## src/hdl/bst_defs.vh

```
`ifndef BST_DEFS_VH
`define BST_DEFS_VH

// ****************************************
// Instruction register
// ****************************************
`define BST_IR_W 3
`define BST_OP_EXTERNAL 3'h0
`define BST_OP_IDENT 3'h1
`define BST_OP_SAMPLE 3'h2
`define BST_OP_FLOAT 3'h3
`define BST_OP_HOLD 3'h4
`define BST_OP_SPARE_A 3'h5
`define BST_OP_SPARE_B 3'h6
`define BST_OP_PASS 3'h7
// Fixed pattern loaded on capture of the instruction path
`define BST_IR_CAPTURE 3'h1

// ****************************************
// Identification word layout
// ****************************************
`define BST_ID_W 32
`define BST_ID_VER_W 4
`define BST_ID_PART_W 16
`define BST_ID_MFR_W 11
`define BST_ID_LSB 1'h1

// ****************************************
// Data path selection codes
// ****************************************
`define BST_SEL_PASS 2'h0
`define BST_SEL_IDENT 2'h1
`define BST_SEL_BOUND 2'h2

// ****************************************
// Timing
// ****************************************
// Flip-flops in each pin synchroniser
`define BST_SYNC_STAGES 2

`endif

```

## src/hdl/bst_sync.v

```verilog
`timescale 1ns/1ps
`default_nettype none
`include "bst_defs.vh"

// ****************************************
// Two-stage synchroniser for pin levels
// ****************************************
module bst_sync #(
   parameter W = 1
) (
   input wire i_clk,
   input wire i_nrst,
   input wire [W-1:0] i_d,
   output wire [W-1:0] o_q
);

   reg [W-1:0] meta_q; // First stage, read only by the second
   reg [W-1:0] sync_q; // Second stage, safe for logic

   // Both stages reset to zero; no port value enters the reset branch
   always @(posedge i_clk or negedge i_nrst) begin
      if (!i_nrst) begin
         meta_q <= {W{1'b0}};
         sync_q <= {W{1'b0}};
      end else begin
         meta_q <= i_d;
         sync_q <= meta_q;
      end
   end

   assign o_q = sync_q;

endmodule
`default_nettype wire

```

## src/hdl/bst_bsr.v

```verilog
`timescale 1ns/1ps
`default_nettype none
`include "bst_defs.vh"

// ****************************************
// Boundary register: capture, shift, update
// ****************************************
module bst_bsr #(
   parameter W = 8
) (
   input wire i_clk,
   input wire i_nrst,
   input wire i_capture,
   input wire i_shift,
   input wire i_update,
   input wire i_tdi,
   input wire [W-1:0] i_par,
   output wire o_so,
   output wire [W-1:0] o_upd
);

   reg [W-1:0] sh_q;  // Shift stage, seen on the scan path
   reg [W-1:0] upd_q; // Update stage, drives pins in test modes

   // Shift stage moves toward bit 0; new bit enters at the top
   always @(posedge i_clk or negedge i_nrst) begin
      if (!i_nrst) begin
         sh_q <= {W{1'b0}};
      end else if (i_capture) begin
         sh_q <= i_par;
      end else if (i_shift) begin
         sh_q <= {i_tdi, sh_q[W-1:1]};
      end
   end

   // Update stage holds still while shifting so pins do not ripple
   always @(posedge i_clk or negedge i_nrst) begin
      if (!i_nrst) begin
         upd_q <= {W{1'b0}};
      end else if (i_update) begin
         upd_q <= sh_q;
      end
   end

   assign o_so = sh_q[0];
   assign o_upd = upd_q;

endmodule
`default_nettype wire

```

## src/hdl/bst_tap.v

```verilog
`timescale 1ns/1ps
`default_nettype none
`include "bst_defs.vh"

// Operation
// - Five pins: reset, clock, mode, data in/out
// - Code 000 puts boundary register on path
// - External test: cells drive outputs, capture inputs
// - Code 001 puts identification register on path
// - Identification access leaves function undisturbed
// - ID: version, part, maker, LSB one
// - Code 010 samples functional values, normal operation
// - Sample also preloads cells before test modes
// - Code 011 floats outputs, bypass on path
// - Code 100 holds outputs from cells, bypass
// - Code 111 single bypass flop, normal operation
module bst_tap #(
   parameter N_IN = 4,
   parameter N_OUT = 4,
   parameter [`BST_ID_VER_W-1:0] ID_VERSION = 4'h1,  // Arbitrary value
   parameter [`BST_ID_PART_W-1:0] ID_PART = 16'h5A5A, // Arbitrary value
   parameter [`BST_ID_MFR_W-1:0] ID_MFR = 11'h2A3    // Arbitrary value
) (
   input wire i_clk,
   input wire i_nrst,
   input wire i_test_rst_n,
   input wire i_test_clock_in,
   input wire i_tms,
   input wire i_tdi,
   output wire o_tdo,
   output wire o_tdo_oe,
   input wire [N_OUT-1:0] i_core_out,
   input wire [N_OUT-1:0] i_core_oe,
   input wire [N_IN-1:0] i_pin_in,
   output wire [N_OUT-1:0] o_pin_out,
   output wire [N_OUT-1:0] o_pin_oe,
   output wire [N_IN-1:0] o_core_in
);

   // ****************************************
   // Controller state codes
   // ****************************************
   localparam [3:0] ST_RESET = 4'h0;
   localparam [3:0] ST_IDLE = 4'h1;
   localparam [3:0] ST_SEL_DR = 4'h2;
   localparam [3:0] ST_CAP_DR = 4'h3;
   localparam [3:0] ST_SHIFT_DR = 4'h4;
   localparam [3:0] ST_EXIT1_DR = 4'h5;
   localparam [3:0] ST_PAUSE_DR = 4'h6;
   localparam [3:0] ST_EXIT2_DR = 4'h7;
   localparam [3:0] ST_UPD_DR = 4'h8;
   localparam [3:0] ST_SEL_IR = 4'h9;
   localparam [3:0] ST_CAP_IR = 4'hA;
   localparam [3:0] ST_SHIFT_IR = 4'hB;
   localparam [3:0] ST_EXIT1_IR = 4'hC;
   localparam [3:0] ST_PAUSE_IR = 4'hD;
   localparam [3:0] ST_EXIT2_IR = 4'hE;
   localparam [3:0] ST_UPD_IR = 4'hF;

   localparam NB = N_IN + N_OUT; // Boundary register length
   localparam NS = N_IN + 4;     // Synchronised pin count

   // ****************************************
   // Decode helpers
   // ****************************************
   // Map instruction to the data path it selects
   function [1:0] dr_sel;
      input [`BST_IR_W-1:0] op;
      begin
         if (op == `BST_OP_EXTERNAL || op == `BST_OP_SAMPLE) begin
            dr_sel = `BST_SEL_BOUND;
         end else if (op == `BST_OP_IDENT) begin
            dr_sel = `BST_SEL_IDENT;
         end else begin
            dr_sel = `BST_SEL_PASS;
         end
      end
   endfunction

   // ****************************************
   // Pin synchronisers
   // ****************************************
   wire [NS-1:0] sync_out; // All pin levels after two flops
   wire trst_n_s;          // Test reset, synchronised
   wire tck_s;             // Test clock, synchronised
   wire tms_s;             // Mode select, synchronised
   wire tdi_s;             // Serial input, synchronised
   wire [N_IN-1:0] pin_in_s; // Functional inputs, synchronised

   // Test clock is sampled, not used as a clock; it must be slow
   bst_sync #(
      .W(NS)
   ) u_sync (
      .i_clk(i_clk),
      .i_nrst(i_nrst),
      .i_d({i_pin_in, i_test_rst_n, i_test_clock_in, i_tms, i_tdi}),
      .o_q(sync_out)
   );

   assign pin_in_s = sync_out[NS-1:4];
   assign trst_n_s = sync_out[3];
   assign tck_s = sync_out[2];
   assign tms_s = sync_out[1];
   assign tdi_s = sync_out[0];

   // ****************************************
   // Test clock edge detection
   // ****************************************
   reg tck_q; // Previous synchronised test clock
   wire rise; // One-cycle pulse on a rising test clock edge
   wire fall; // One-cycle pulse on a falling test clock edge

   // Delay the already-synchronised level by one cycle
   always @(posedge i_clk or negedge i_nrst) begin
      if (!i_nrst) begin
         tck_q <= 1'b0;
      end else begin
         tck_q <= tck_s;
      end
   end

   // Mode and data travel through equal delay, so they stay aligned
   assign rise = tck_s & ~tck_q;
   assign fall = ~tck_s & tck_q;

   // ****************************************
   // Controller state machine
   // ****************************************
   reg [3:0] state_q; // Present controller state
   reg [3:0] state_d; // Next state on a rising edge

   // Standard next-state table steered by mode select
   always @* begin
      state_d = state_q;
      case (state_q)
         ST_RESET: state_d = tms_s ? ST_RESET : ST_IDLE;
         ST_IDLE: state_d = tms_s ? ST_SEL_DR : ST_IDLE;
         ST_SEL_DR: state_d = tms_s ? ST_SEL_IR : ST_CAP_DR;
         ST_CAP_DR: state_d = tms_s ? ST_EXIT1_DR : ST_SHIFT_DR;
         ST_SHIFT_DR: state_d = tms_s ? ST_EXIT1_DR : ST_SHIFT_DR;
         ST_EXIT1_DR: state_d = tms_s ? ST_UPD_DR : ST_PAUSE_DR;
         ST_PAUSE_DR: state_d = tms_s ? ST_EXIT2_DR : ST_PAUSE_DR;
         ST_EXIT2_DR: state_d = tms_s ? ST_UPD_DR : ST_SHIFT_DR;
         ST_UPD_DR: state_d = tms_s ? ST_SEL_DR : ST_IDLE;
         ST_SEL_IR: state_d = tms_s ? ST_RESET : ST_CAP_IR;
         ST_CAP_IR: state_d = tms_s ? ST_EXIT1_IR : ST_SHIFT_IR;
         ST_SHIFT_IR: state_d = tms_s ? ST_EXIT1_IR : ST_SHIFT_IR;
         ST_EXIT1_IR: state_d = tms_s ? ST_UPD_IR : ST_PAUSE_IR;
         ST_PAUSE_IR: state_d = tms_s ? ST_EXIT2_IR : ST_PAUSE_IR;
         ST_EXIT2_IR: state_d = tms_s ? ST_UPD_IR : ST_SHIFT_IR;
         // Update-IR, the only code left
         default: state_d = tms_s ? ST_SEL_DR : ST_IDLE;
      endcase
   end

   // Test reset pin forces the reset state once synchronised, without waiting for a test clock edge
   always @(posedge i_clk or negedge i_nrst) begin
      if (!i_nrst) begin
         state_q <= ST_RESET;
      end else if (!trst_n_s) begin
         state_q <= ST_RESET;
      end else if (rise) begin
         state_q <= state_d;
      end
   end

   // ****************************************
   // Instruction register
   // ****************************************
   reg [`BST_IR_W-1:0] ir_sh_q; // Instruction shift stage
   reg [`BST_IR_W-1:0] ir_q;    // Active instruction

   // Shift stage: capture fixed pattern, then shift toward bit 0
   always @(posedge i_clk or negedge i_nrst) begin
      if (!i_nrst) begin
         ir_sh_q <= `BST_IR_CAPTURE;
      end else if (rise && state_q == ST_CAP_IR) begin
         ir_sh_q <= `BST_IR_CAPTURE;
      end else if (rise && state_q == ST_SHIFT_IR) begin
         ir_sh_q <= {tdi_s, ir_sh_q[`BST_IR_W-1:1]};
      end
   end

   // Active instruction changes only on the falling edge in update, or to identification in the reset state
   always @(posedge i_clk or negedge i_nrst) begin
      if (!i_nrst) begin
         ir_q <= `BST_OP_IDENT;
      end else if (state_q == ST_RESET) begin
         ir_q <= `BST_OP_IDENT;
      end else if (fall && state_q == ST_UPD_IR) begin
         ir_q <= ir_sh_q;
      end
   end

   wire [1:0] sel = dr_sel(ir_q); // Data path chosen by instruction

   // ****************************************
   // Bypass and identification registers
   // ****************************************
   reg pass_q;                 // One-bit bypass stage
   reg [`BST_ID_W-1:0] id_q;   // Identification shift stage
   wire [`BST_ID_W-1:0] id_word; // Fixed identification word

   assign id_word = {ID_VERSION, ID_PART, ID_MFR, `BST_ID_LSB};

   // Bypass captures zero and passes one bit per clock
   always @(posedge i_clk or negedge i_nrst) begin
      if (!i_nrst) begin
         pass_q <= 1'b0;
      end else if (rise && sel == `BST_SEL_PASS) begin
         if (state_q == ST_CAP_DR) begin
            pass_q <= 1'b0;
         end else if (state_q == ST_SHIFT_DR) begin
            pass_q <= tdi_s;
         end
      end
   end

   // Identification path touches nothing on the functional side
   always @(posedge i_clk or negedge i_nrst) begin
      if (!i_nrst) begin
         id_q <= {`BST_ID_W{1'b0}};
      end else if (rise && sel == `BST_SEL_IDENT) begin
         if (state_q == ST_CAP_DR) begin
            id_q <= id_word;
         end else if (state_q == ST_SHIFT_DR) begin
            id_q <= {tdi_s, id_q[`BST_ID_W-1:1]};
         end
      end
   end

   // ****************************************
   // Boundary register
   // ****************************************
   wire bsr_sel = (sel == `BST_SEL_BOUND);
   wire bsr_so;           // Boundary serial output
   wire [NB-1:0] bsr_upd; // Boundary update stage
   reg [N_OUT-1:0] pin_out_q; // Registered output pin values
   reg [N_OUT-1:0] pin_oe_q;  // Registered output pin enables
   reg [N_IN-1:0] core_in_q;  // Registered inputs toward the core

   // Inputs sit at the low end, outputs above them
   bst_bsr #(
      .W(NB)
   ) u_bsr (
      .i_clk(i_clk),
      .i_nrst(i_nrst),
      .i_capture(rise && bsr_sel && state_q == ST_CAP_DR),
      .i_shift(rise && bsr_sel && state_q == ST_SHIFT_DR),
      .i_update(fall && bsr_sel && state_q == ST_UPD_DR),
      .i_tdi(tdi_s),
      .i_par({pin_out_q, pin_in_s}),
      .o_so(bsr_so),
      .o_upd(bsr_upd)
   );

   // ****************************************
   // Pin multiplexing
   // ****************************************
   wire drive_bsr = (ir_q == `BST_OP_EXTERNAL) || (ir_q == `BST_OP_HOLD);
   wire float_all = (ir_q == `BST_OP_FLOAT);

   // Registered so pins never glitch between sources
   always @(posedge i_clk or negedge i_nrst) begin
      if (!i_nrst) begin
         pin_out_q <= {N_OUT{1'b0}};
         pin_oe_q <= {N_OUT{1'b0}};
         core_in_q <= {N_IN{1'b0}};
      end else begin
         core_in_q <= pin_in_s; // Core always sees the real pins
         if (float_all) begin
            pin_out_q <= i_core_out;
            pin_oe_q <= {N_OUT{1'b0}};
         end else if (drive_bsr) begin
            pin_out_q <= bsr_upd[NB-1:N_IN];
            pin_oe_q <= {N_OUT{1'b1}};
         end else begin
            pin_out_q <= i_core_out;
            pin_oe_q <= i_core_oe;
         end
      end
   end

   assign o_pin_out = pin_out_q;
   assign o_pin_oe = pin_oe_q;
   assign o_core_in = core_in_q;

   // ****************************************
   // Serial output
   // ****************************************
   reg tdo_q;    // Serial output bit
   reg tdo_oe_q; // Driven only while shifting
   reg so_mux;   // Selected serial source

   // Instruction path wins in its own shift state
   always @* begin
      so_mux = pass_q;
      if (state_q == ST_SHIFT_IR) begin
         so_mux = ir_sh_q[0];
      end else if (sel == `BST_SEL_IDENT) begin
         so_mux = id_q[0];
      end else if (sel == `BST_SEL_BOUND) begin
         so_mux = bsr_so;
      end
   end

   // Output moves on the falling edge, a half clock after shifting
   always @(posedge i_clk or negedge i_nrst) begin
      if (!i_nrst) begin
         tdo_q <= 1'b0;
         tdo_oe_q <= 1'b0;
      end else if (fall) begin
         tdo_q <= so_mux;
         tdo_oe_q <= (state_q == ST_SHIFT_IR) || (state_q == ST_SHIFT_DR);
      end
   end

   assign o_tdo = tdo_q;
   assign o_tdo_oe = tdo_oe_q;

endmodule
`default_nettype wire

```

## config.mk

```make
export PLATFORM = sky130hd
export DESIGN_NAME = bst_tap
export DESIGN_NICKNAME = d
export VERILOG_FILES = /design/src/hdl/bst_sync.v /design/src/hdl/bst_bsr.v /design/src/hdl/bst_tap.v
export VERILOG_INCLUDE_DIRS = /design/src /design/src/hdl
export SDC_FILE = /design/constraint.sdc
export NUM_CORES = 1
export LEC_CHECK = 0
export BUFFER_PORTS_ARGS = -buffer_cell sky130_fd_sc_hd__buf_4
export CORE_MARGIN = 2
export CORE_UTILIZATION = 63
export DETAILED_ROUTE_END_ITERATION = 16
export PLACE_DENSITY = 0.84
export RECOVER_POWER = 25
export SYNTH_ARGS = -nofsm -noshare
export SYNTH_HDL_FRONTEND = slang
export SYNTH_SLANG_ARGS = --single-unit
export TNS_END_PERCENT = 20
```

## constraint.sdc

```tcl
create_clock -name i_clk -period 2.3 [get_ports i_clk]
set_input_delay 0.46 -clock i_clk [delete_from_list [all_inputs] [get_ports i_clk]]
set_output_delay 0.46 -clock i_clk [all_outputs]
set_load 0.05 [all_outputs]
```

Yosys cells after proc, flatten, opt, wreduce, memory -nomap -nowiden
Index checks and enable logic that the tools add are counted.
- logic and storage cells: 98
- flip-flop bits (word level): 90
- bits in read-only memories: 0
- bits of input ports: 18
- output and inout bits: 14
- memories: 0
- latch bits: 0
- bits in writable memories: 0
- shift operators: 0
- equality and inequality tests: 21
- reductions and logical operators: 24
- mux-type cells: 34
- $add $sub $neg: 0
- div/mod/pow operators: 0
- order comparisons: 0
- bitwise logic cells: 4
- multiply operators: 0
- operators by type and width (operator ; count):
    $mux W32 ; 2
    $pmux W4 S11 ; 1
    $mux W4 ; 10
    $eq A4 B4 Y1 const B ; 8
    $mux W3 ; 6
    $eq A4 B3 Y1 const B ; 4
    $mux W8 ; 2
    $logic_and A1 B1 Y1 ; 10
    $mux W1 ; 9
    $eq A4 B2 Y1 const B ; 2
    $mux W2 ; 4
    $reduce_bool A2 Y1 ; 4
    $eq A3 B2 Y1 const B ; 2
    $logic_not A4 Y1 ; 1
    $reduce_and A2 Y1 ; 2
    $reduce_or A2 Y1 ; 2
    $eq A3 B1 Y1 const B ; 1
    $eq A3 B3 Y1 const B ; 1
    $logic_not A3 Y1 ; 1
    $logic_or A1 B1 Y1 ; 3
    $and A1 B1 Y1 ; 2
    $eq A2 B1 Y1 const B ; 1
    $eq A2 B2 Y1 const B ; 1
    $logic_not A2 Y1 ; 1
    other kinds (2) ; 3

Logic depth before layout (Yosys ltp)
Gate-level depths: netlist of run 1.
- depth in word-level cells: 8
- mapped depth: 6
- gate-level depth less buffers: 4

Hierarchy
From an unflattened synthesis of run 1, not the netlist that was laid out.
- cells, all modules: 350
- area, all modules: 3728.6 um^2
- modules (own cells, without submodules) (module ; area an instance (um^2) ; cells an instance ; instances ; sequential area each (um^2)):
    bst_tap ; 2623.8 ; 283 ; 1 ; 1453.9
    bst_bsr ; 704.4 ; 51 ; 1 ; 400.4
    bst_sync ; 400.4 ; 16 ; 1 ; 400.4

Worst setup path before layout of run 1
No wires, ideal clock.
- path type: register -> register
- from: register state_q[1]
- to: register id_q[31]
- path buffers: 1
- required time: 2.175 ns
- setup time: 0.125 ns
- period minus slack after synthesis: 1.523 ns
- slack: 0.777 ns
- cell stages (with the launch flop): 5
- arrival time: 1.398 ns
- cells stage by stage: dfrtp_1 buf_2 and3b_4 o2111ai_4 mux2_2
- cells in the longest elaborated chain, start to end: 3
- elaborated cells between the ends (all ways): 5
- classes of those cells: 2 x eq/ne; 1 x mux; 2 x reduce/logical
- ends and longest elaborated chain (element ; line ; text):
    from (decl) ; bst_tap.v:129 ; reg [3:0] state_q;
    from (signal assigned) ; bst_tap.v:163 ; state_q <= state_d;
    $eq A4 B2 Y1 or $eq A4 B3 Y1 (tied branches) ; bst_tap.v:224, bst_tap.v:226 ;
    $reduce_bool A2 Y1 (no source line) ; -- ;
    $reduce_and A2 Y1 (no source line) ; -- ;
    to (signal assigned) ; bst_tap.v:222 ; id_q <= {`BST_ID_W{1'b0}};
    to (signal assigned) ; bst_tap.v:225 ; id_q <= id_word;
    to (signal assigned) ; bst_tap.v:227 ; id_q <= {tdi_s, id_q[`BST_ID_W-1:1]};
    to (decl) ; bst_tap.v:201 ; reg [`BST_ID_W-1:0] id_q;
Parallel ways exist; a longest one is shown, timed or not.
A chain may end at the register's enable or synchronous reset.

Worst setup path in the final report of run 1
- from: register state_q[3]
- to: register u_bsr.sh_q[6]
- cells in the longest elaborated chain, start to end: 3
- elaborated cells between the ends (all ways): 6
- classes of those cells: 2 x eq/ne; 1 x mux; 3 x reduce/logical
- ends and longest elaborated chain (element ; line ; text):
    $eq A4 B2 Y1 or $eq A4 B3 Y1 (tied branches) ; bst_tap.v:248, bst_tap.v:249 ;
    $logic_and A1 B1 Y1, on equally long branches ; bst_tap.v:248, bst_tap.v:249 ;
    $mux W8 or $reduce_bool A2 Y1 (tied branches) ; -- ;
    to (signal assigned) ; bst_bsr.v:28 ; sh_q <= {W{1'b0}};
    to (signal assigned) ; bst_bsr.v:30 ; sh_q <= i_par;
    to (signal assigned) ; bst_bsr.v:32 ; sh_q <= {i_tdi, sh_q[W-1:1]};
    to (decl) ; bst_bsr.v:22 ; reg [W-1:0] sh_q;
Parallel ways exist; a longest one is shown, timed or not.

==> run metrics, run 1 <==
worst path arrival time 2.04 ns; Worst R2R Path Depth 4; worst stage delay on the critical path 0.60 ns; Hold Vio Cnt, Final 0; WP data required 2.50 ns; detailed-route via count 2544; first drt pass iteration count 5; sequential area share after synthesis 0.597; dpl cells 425; Final nets 382; post-route clock period utilization 0.799; TNS Setup 0 ns; Post-Layout Cell Count 441; vias in the first global route 2346; initial antenna violation count 0; CTS Sinks 86; Setup-failing EPs final 0; syn avg cell area 10.8 µm²; kind of end point of the critical path flip-flop; Placer Congestion 0.880; final core occ 0.737; Cell Chain, Critical Path and4bb_2, nand3_4, mux2i_1, o21ai_0; WL per Instance 15.2 µm; Worst Path Buf+Inv 0; Power Density 697 mW/mm²; worst vdd rail ir drop 0.466 mV; clock latency on the worst-skew pair 0.35 ns; Worst Setup Start Kind flip-flop; DR vias/cell 5.77; gr usage total 0.237; CTS clk-pin slew, worst paths 0.09 ns; DR DRC count 0; maximum clock path buffer count 2; Slew Limit Fails 0; min-delay src i_tdi; IO Count 32; RR Startpoint state_q[3]; number of synthesized register bits 86; outcome complete, no violations; Area growth, synth to finish 12.6%; Mapped Nets 353; TritonCTS clock tree done; CTS Root Cell clkbuf_8; Die H 79.7 µm; kind of critical path flip-flop to flip-flop; r2r setup slk 0.46 ns; # hold bufs at CTS 0; fin crit period 1.84 ns; Worst path slowest cell and4bb_2; total setup buffers inserted after CTS 0; RSZ-0062 raised after global routing no; crit-path max FO 17; clk_skew 0.00806 ns; Post-synth EDFFs 0; RR Endpoint u_bsr.sh_q[6]; measured slew at the worst slew-check pin 1.07 ns; die area 0.00635 mm²; DP Wirelength 4.35 mm; ys async rst share 1.00; Antenna Violating Nets Remaining 0; # H-tree levels 3; Post-Synthesis Cells 335; GR Overflow Total 0; YS warnings 0; Rel. slew slack 0.286; Primary FF master, synth dfrtp_1; hold endpoint u_sync.meta_q[0]; total CTS buffers 9; first-pass GRT wire length 11.3 mm; number of placement rows 27; Cell Area, Synth 0.00361 mm²; Placeable Area 0.00551 mm²; Synth cell types 40; layout cell share with drive strength beyond 1 0.206; hold path depth 1; Top Family by Delay on Critical Path simple AND/OR/NAND/NOR gates; die outline width 79.7 µm; # diodes 0; Buffers on Ports 31; Hold Crit Class primary input to flip-flop; largest net degree at the start of global routing 63; routed wire length 6.71 mm; maxcap violations 0; drt initial violations 216; initial core utilization 0.655; cts repair resizes 0; leakage power 1.82 nW; Fmax 0.544 GHz
[kinds of logic (layout without fill, tap and decap cells)]
logic type / after synthesis / in the layout / synth area share
flops: 86 / 86 / 0.597
mux: 21 / 21 / 0.0617
compound gates: 76 / 76 / 0.123
simple gates: 128 / 128 / 0.173
buf+inv: 24 / 58 / 0.0451
[metal layers]
metal / up-vias / track usage / wire, µm
met4: 0 / 0.114 / 193
met1: 1245 / 0.327 / 2920
li1: 1195 / - / -
met5: - / 0 / 0
met2: 84 / 0.365 / 3270
met3: 20 / 0.0464 / 326
[power breakdown]
group          total [W]  switching (W)  internal, W  leakage (nW)
registers        0.00158      0.0000317      0.00155          1.12
logic           0.000196       0.000126    0.0000698         0.596
clock network    0.00106       0.000521     0.000534         0.104
total            0.00283       0.000679      0.00215          1.82
[final cells by class]
cell class	instances	area, µm²
Sequential cell	86	2150
Inverter	3	11.3
Fill cell	366	1450
Clock inverter	5	57.6
Clock buffer	11	141
Tap cell	72	90.1
Timing Repair Buffer	39	315
Multi-Input combinational cell	225	1290
[stage by stage]
step,total power (W),area (µm²),hold slack (ns),setup WS [ns]
final,0.00283,4060,0.232,0.461
after global routing,0.00294,4060,0.221,0.364
after CTS,0.00285,4060,0.109,0.478
after detailed placement,0.00181,3860,0.339,0.488
after global placement,0.00180,3860,0.333,0.570
after floorplan,0.00171,3610,0.164,0.777
[synthesized netlist by cell type, types with 2 or more instances]
master     n  share of area
nor3b_4    2          0.010
buf_4      3         0.0062
inv_1      3         0.0031
dfrtp_1   84           0.58
o21ai_0   44          0.061
buf_6      7          0.022
nor2b_1   10          0.017
a21oi_1   15          0.021
nor3_1     2         0.0028
nand2_1   64          0.067
nand4_1    2         0.0035
a31oi_1    2         0.0035
nor2_1    31          0.032
nand2b_1   4         0.0069
mux2i_1   11          0.031
mux2_2    10          0.031
nand3_1    4         0.0055
dfstp_2    2          0.015
o21ai_1    5         0.0069
clkbuf_1   4         0.0042
buf_2      7         0.0097
[worst max-delay path by stage]
stage	slack [ns]	from	end	depth (start not counted)
after global routing	0.36	state_q[3]	u_bsr.sh_q[7]	4
after CTS	0.48	state_q[3]	u_bsr.sh_q[1]	4
after global placement	0.57	state_q[3]	u_bsr.sh_q[7]	4
after floorplan	0.78	state_q[1]	id_q[31]	4
final	0.46	state_q[3]	u_bsr.sh_q[6]	4
after detailed placement	0.49	state_q[3]	u_bsr.sh_q[2]	4
[worst register-to-register path, delay by kind of cell, from the launching register on]
family	cells	cell delay, ns
simple gates	2	0.81
compound gates	1	0.10
mux	1	0.20
flops	1	0.59
[sequential cells by signal, indices dropped and copies added (netlist names)]
name and cells:
o_core_in 4, o_tdo 1, state_q 4, ir_q 3
ir_sh_q 3, u_sync.o_q 8, o_tdo_oe 1, u_bsr.o_upd 4
o_pin_oe 4, o_pin_out 4, id_q 32, tck_q 1
u_sync.meta_q 8, pass_q 1, u_bsr.sh_q 8
[layout by cell type (no fill, tap or decap), types with 2 or more instances in the layout]
cell / count
dfrtp_1: 84
nand2_1: 64
o21ai_0: 44
nor2_1: 31
buf_4: 28
a21oi_1: 15
mux2i_1: 11
mux2_2: 10
nor2b_1: 10
clkbuf_8: 10
clkbuf_4: 8
o21ai_1: 5
nand2b_1: 4
nand3_1: 4
inv_1: 3
nor3b_4: 2
nand4_1: 2
nor3_1: 2
a31oi_1: 2
clkinv_2: 2
dfstp_2: 2
buf_12: 2
(Power assumes the default switching activity.)
==> inputs of run 2 (changes only) <==
--- a/config.mk
+++ b/config.mk
@@ -6,11 +6,12 @@
 export SDC_FILE = /design/constraint.sdc
 export NUM_CORES = 1
 export LEC_CHECK = 0
+export ABC_AREA = 1
 export BUFFER_PORTS_ARGS = -buffer_cell sky130_fd_sc_hd__buf_4
 export CORE_MARGIN = 2
-export CORE_UTILIZATION = 63
+export CORE_UTILIZATION = 58
 export DETAILED_ROUTE_END_ITERATION = 16
-export PLACE_DENSITY = 0.84
+export PLACE_DENSITY = 0.78
 export RECOVER_POWER = 25
 export SYNTH_ARGS = -nofsm -noshare
 export SYNTH_HDL_FRONTEND = slang
==> constraint.sdc (replaced) <==
create_clock -name i_clk -period 1.8 [get_ports i_clk]
set_input_delay 0.36 -clock i_clk [delete_from_list [all_inputs] [get_ports i_clk]]
set_output_delay 0.36 -clock i_clk [all_outputs]
set_load 0.05 [all_outputs]
==> run 2 against run 1 <==
Compared with the run above:
- via count is 4.7% higher
- area after synthesis decreased by 0.76%
- total power up 23%
- register-to-register slack worse by 0.28 ns
- critical endpoint is now id_q[10]
- routed wire length down 2.9%
- critical path type unchanged
- fmax is 14% higher
- sequential cell count did not move
- largest power group unchanged
==> run metrics, run 2 <==
outcome complete, no violations; crit-path max FO 64; post-route clock period utilization 0.899; Primary FF master, synth dfrtp_1; Rel. slew slack 0.466; total setup buffers inserted after CTS 0; commonest non-fill, non-tap cell in the layout nand2_1; Critical Path Stages 6; IO Count 32; Worst path slowest cell dfrtp_1; fin crit period 1.62 ns; syn avg cell area 8.93 µm²; GR Overflow Total 0; Placeable Area 0.00596 mm²; Placer Congestion 0.972; dpl cells 499; Crit path top cell by count nand2_2; first drt pass iteration count 4; most flop-heavy register id_q; WP data required 2.02 ns; die area 0.00682 mm²; Hold Slack 0.132 ns; worst stage delay on the critical path 0.48 ns; Antenna Violating Nets Remaining 0; Synth cell types 29; final core occ 0.686; top-area cell type share of the netlist area 0.587; Buffers on Ports 31; first-pass GRT wire length 11.1 mm; TNS Setup 0 ns; total CTS buffers 9; CTS Root Cell clkbuf_8; initial core utilization 0.601; leakage power 2.00 nW; Slew Limit Fails 0; RR Endpoint id_q[10]; WL per Instance 12.6 µm; drt initial violations 164; post-route cell area 0.00409 mm²; Setup-failing EPs final 0; initial antenna violation count 0; die outline width 82.6 µm; largest net degree at the start of global routing 65; hold path depth 1; maximum clock path buffer count 2; Mapped Nets 419; Post-synth EDFFs 0; gr usage total 0.216; Top Family by Delay on Critical Path simple AND/OR/NAND/NOR gates; Worst Setup EP id_q[10]; leading area contributor after synthesis dfrtp_1; CTS clk-pin slew, worst paths 0.10 ns; CTS Sinks 86; clock latency on the worst-skew pair 0.35 ns; worst path arrival time 1.84 ns; DR vias/cell 5.16; measured slew at the worst slew-check pin 0.800 ns; Worst Path Buf+Inv 0; Final nets 454; TritonCTS clock tree done; Die H 82.6 µm; Post-Layout Cell Count 516; Worst R2R Path Depth 6; # diodes 0; DP Wirelength 4.45 mm; Post-Synthesis Cells 401; kind of critical path flip-flop to flip-flop; FF+latch area 0.00216 mm²; maxcap violations 0; detailed-route via count 2663; r2r setup slk 0.18 ns; Critical Path Start state_q[2]; Worst Setup Start Kind flip-flop; most frequent cells in the layout 118 x nand2_1, 83 x dfrtp_1, 47 x nor2_1; worst vdd rail ir drop 0.559 mV; area of placed instances 0.00387 mm²; Cell Chain, Critical Path nor2_2, nand2_2, nand2_2, nand2_8, nand2_1, o21ai_0; layout cell share with drive strength beyond 1 0.159; YS warnings 0; ys async rst share 1.00; Area growth, synth to finish 14.2%; RR Startpoint state_q[2]; routed wire length 6.51 mm; # fillers 466; Hold Vio Cnt, Final 0; Cell Area, Synth 0.00358 mm²; count leader, synth nand2_1; vias in the first global route 2549; Power Density 855 mW/mm²; clk_skew 0.0154 ns; kind of end point of the critical path flip-flop; Fmax 0.618 GHz; RSZ-0062 raised after global routing no; multi-input gate area in the final layout 0.00121 mm²; sequential area share after synthesis 0.602; max reg flops 32; most instantiated cells after synthesis 118 x nand2_1, 84 x dfrtp_1, 49 x nor2_1; number of synthesized register bits 86; top cells by area, synth dfrtp_1 59%, nand2_1 12%, o21ai_0 6.3%; Hold Crit Class primary input to flip-flop; # H-tree levels 3; DR DRC count 0; number of placement rows 28
run 2: worst min-delay path by stage:
stage | to | start | slack (ns)
after floorplan | id_q[0] | i_nrst | 0.06
after global placement | o_pin_oe[0] | i_nrst | 0.31
after detailed placement | o_pin_oe[3] | i_nrst | 0.32
after CTS | u_sync.meta_q[6] | i_pin_in[2] | 0.09
after global routing | u_sync.meta_q[6] | i_pin_in[2] | 0.11
final | u_sync.meta_q[6] | i_pin_in[2] | 0.13
run 2: logic make-up (layout without fill, tap and decap cells):
| family | after synthesis | in the layout | synth area share |
|---|---|---|---|
| AOI/OAI and AO/OA | 66 | 66 | 0.0982 |
| buffers and inverters | 49 | 89 | 0.0633 |
| DFF | 86 | 86 | 0.602 |
| and+or+nand+nor | 200 | 200 | 0.237 |
run 2: report_power, final:
group,total [W],switching (W),internal (W)
combinational,0.000233,0.000158,0.0000741
sequential,0.00199,0.0000243,0.00197
clock,0.00127,0.000705,0.000561
total,0.00349,0.000887,0.00261
run 2: repair_timing:
item / 4_1_cts / 5_1_grt
hold endpoints to repair: 27 / 0
gates resized for setup: 0 / 4
setup endpoints to repair: 0 / 33
hold buffers: 1 / 0
run 2: cell type report:
type,instances,share of cell area
well taps,75,0.0230
clock buffers,10,0.0337
multi-input cells,266,0.297
repair buffers,38,0.0729
flip-flops and latches,86,0.528
clock inverters,6,0.0129
inverters,35,0.0334
run 2: metal layers:
metal | vias up | track usage | wire length [µm]
met5 | - | 0 | 0
li1 | 1340 | - | -
met4 | 0 | 0.0984 | 78
met1 | 1235 | 0.277 | 2990
met2 | 77 | 0.353 | 3150
met3 | 11 | 0.0446 | 291
run 2: metrics by stage:
step           worst slack (ns)  power, W
2_1_floorplan             0.360   0.00215
3_3_place_gp              0.182   0.00226
3_5_place_dp             0.0877   0.00227
4_1_cts                  0.0742   0.00353
5_1_grt                  0.0331   0.00364
6_report                  0.182   0.00349
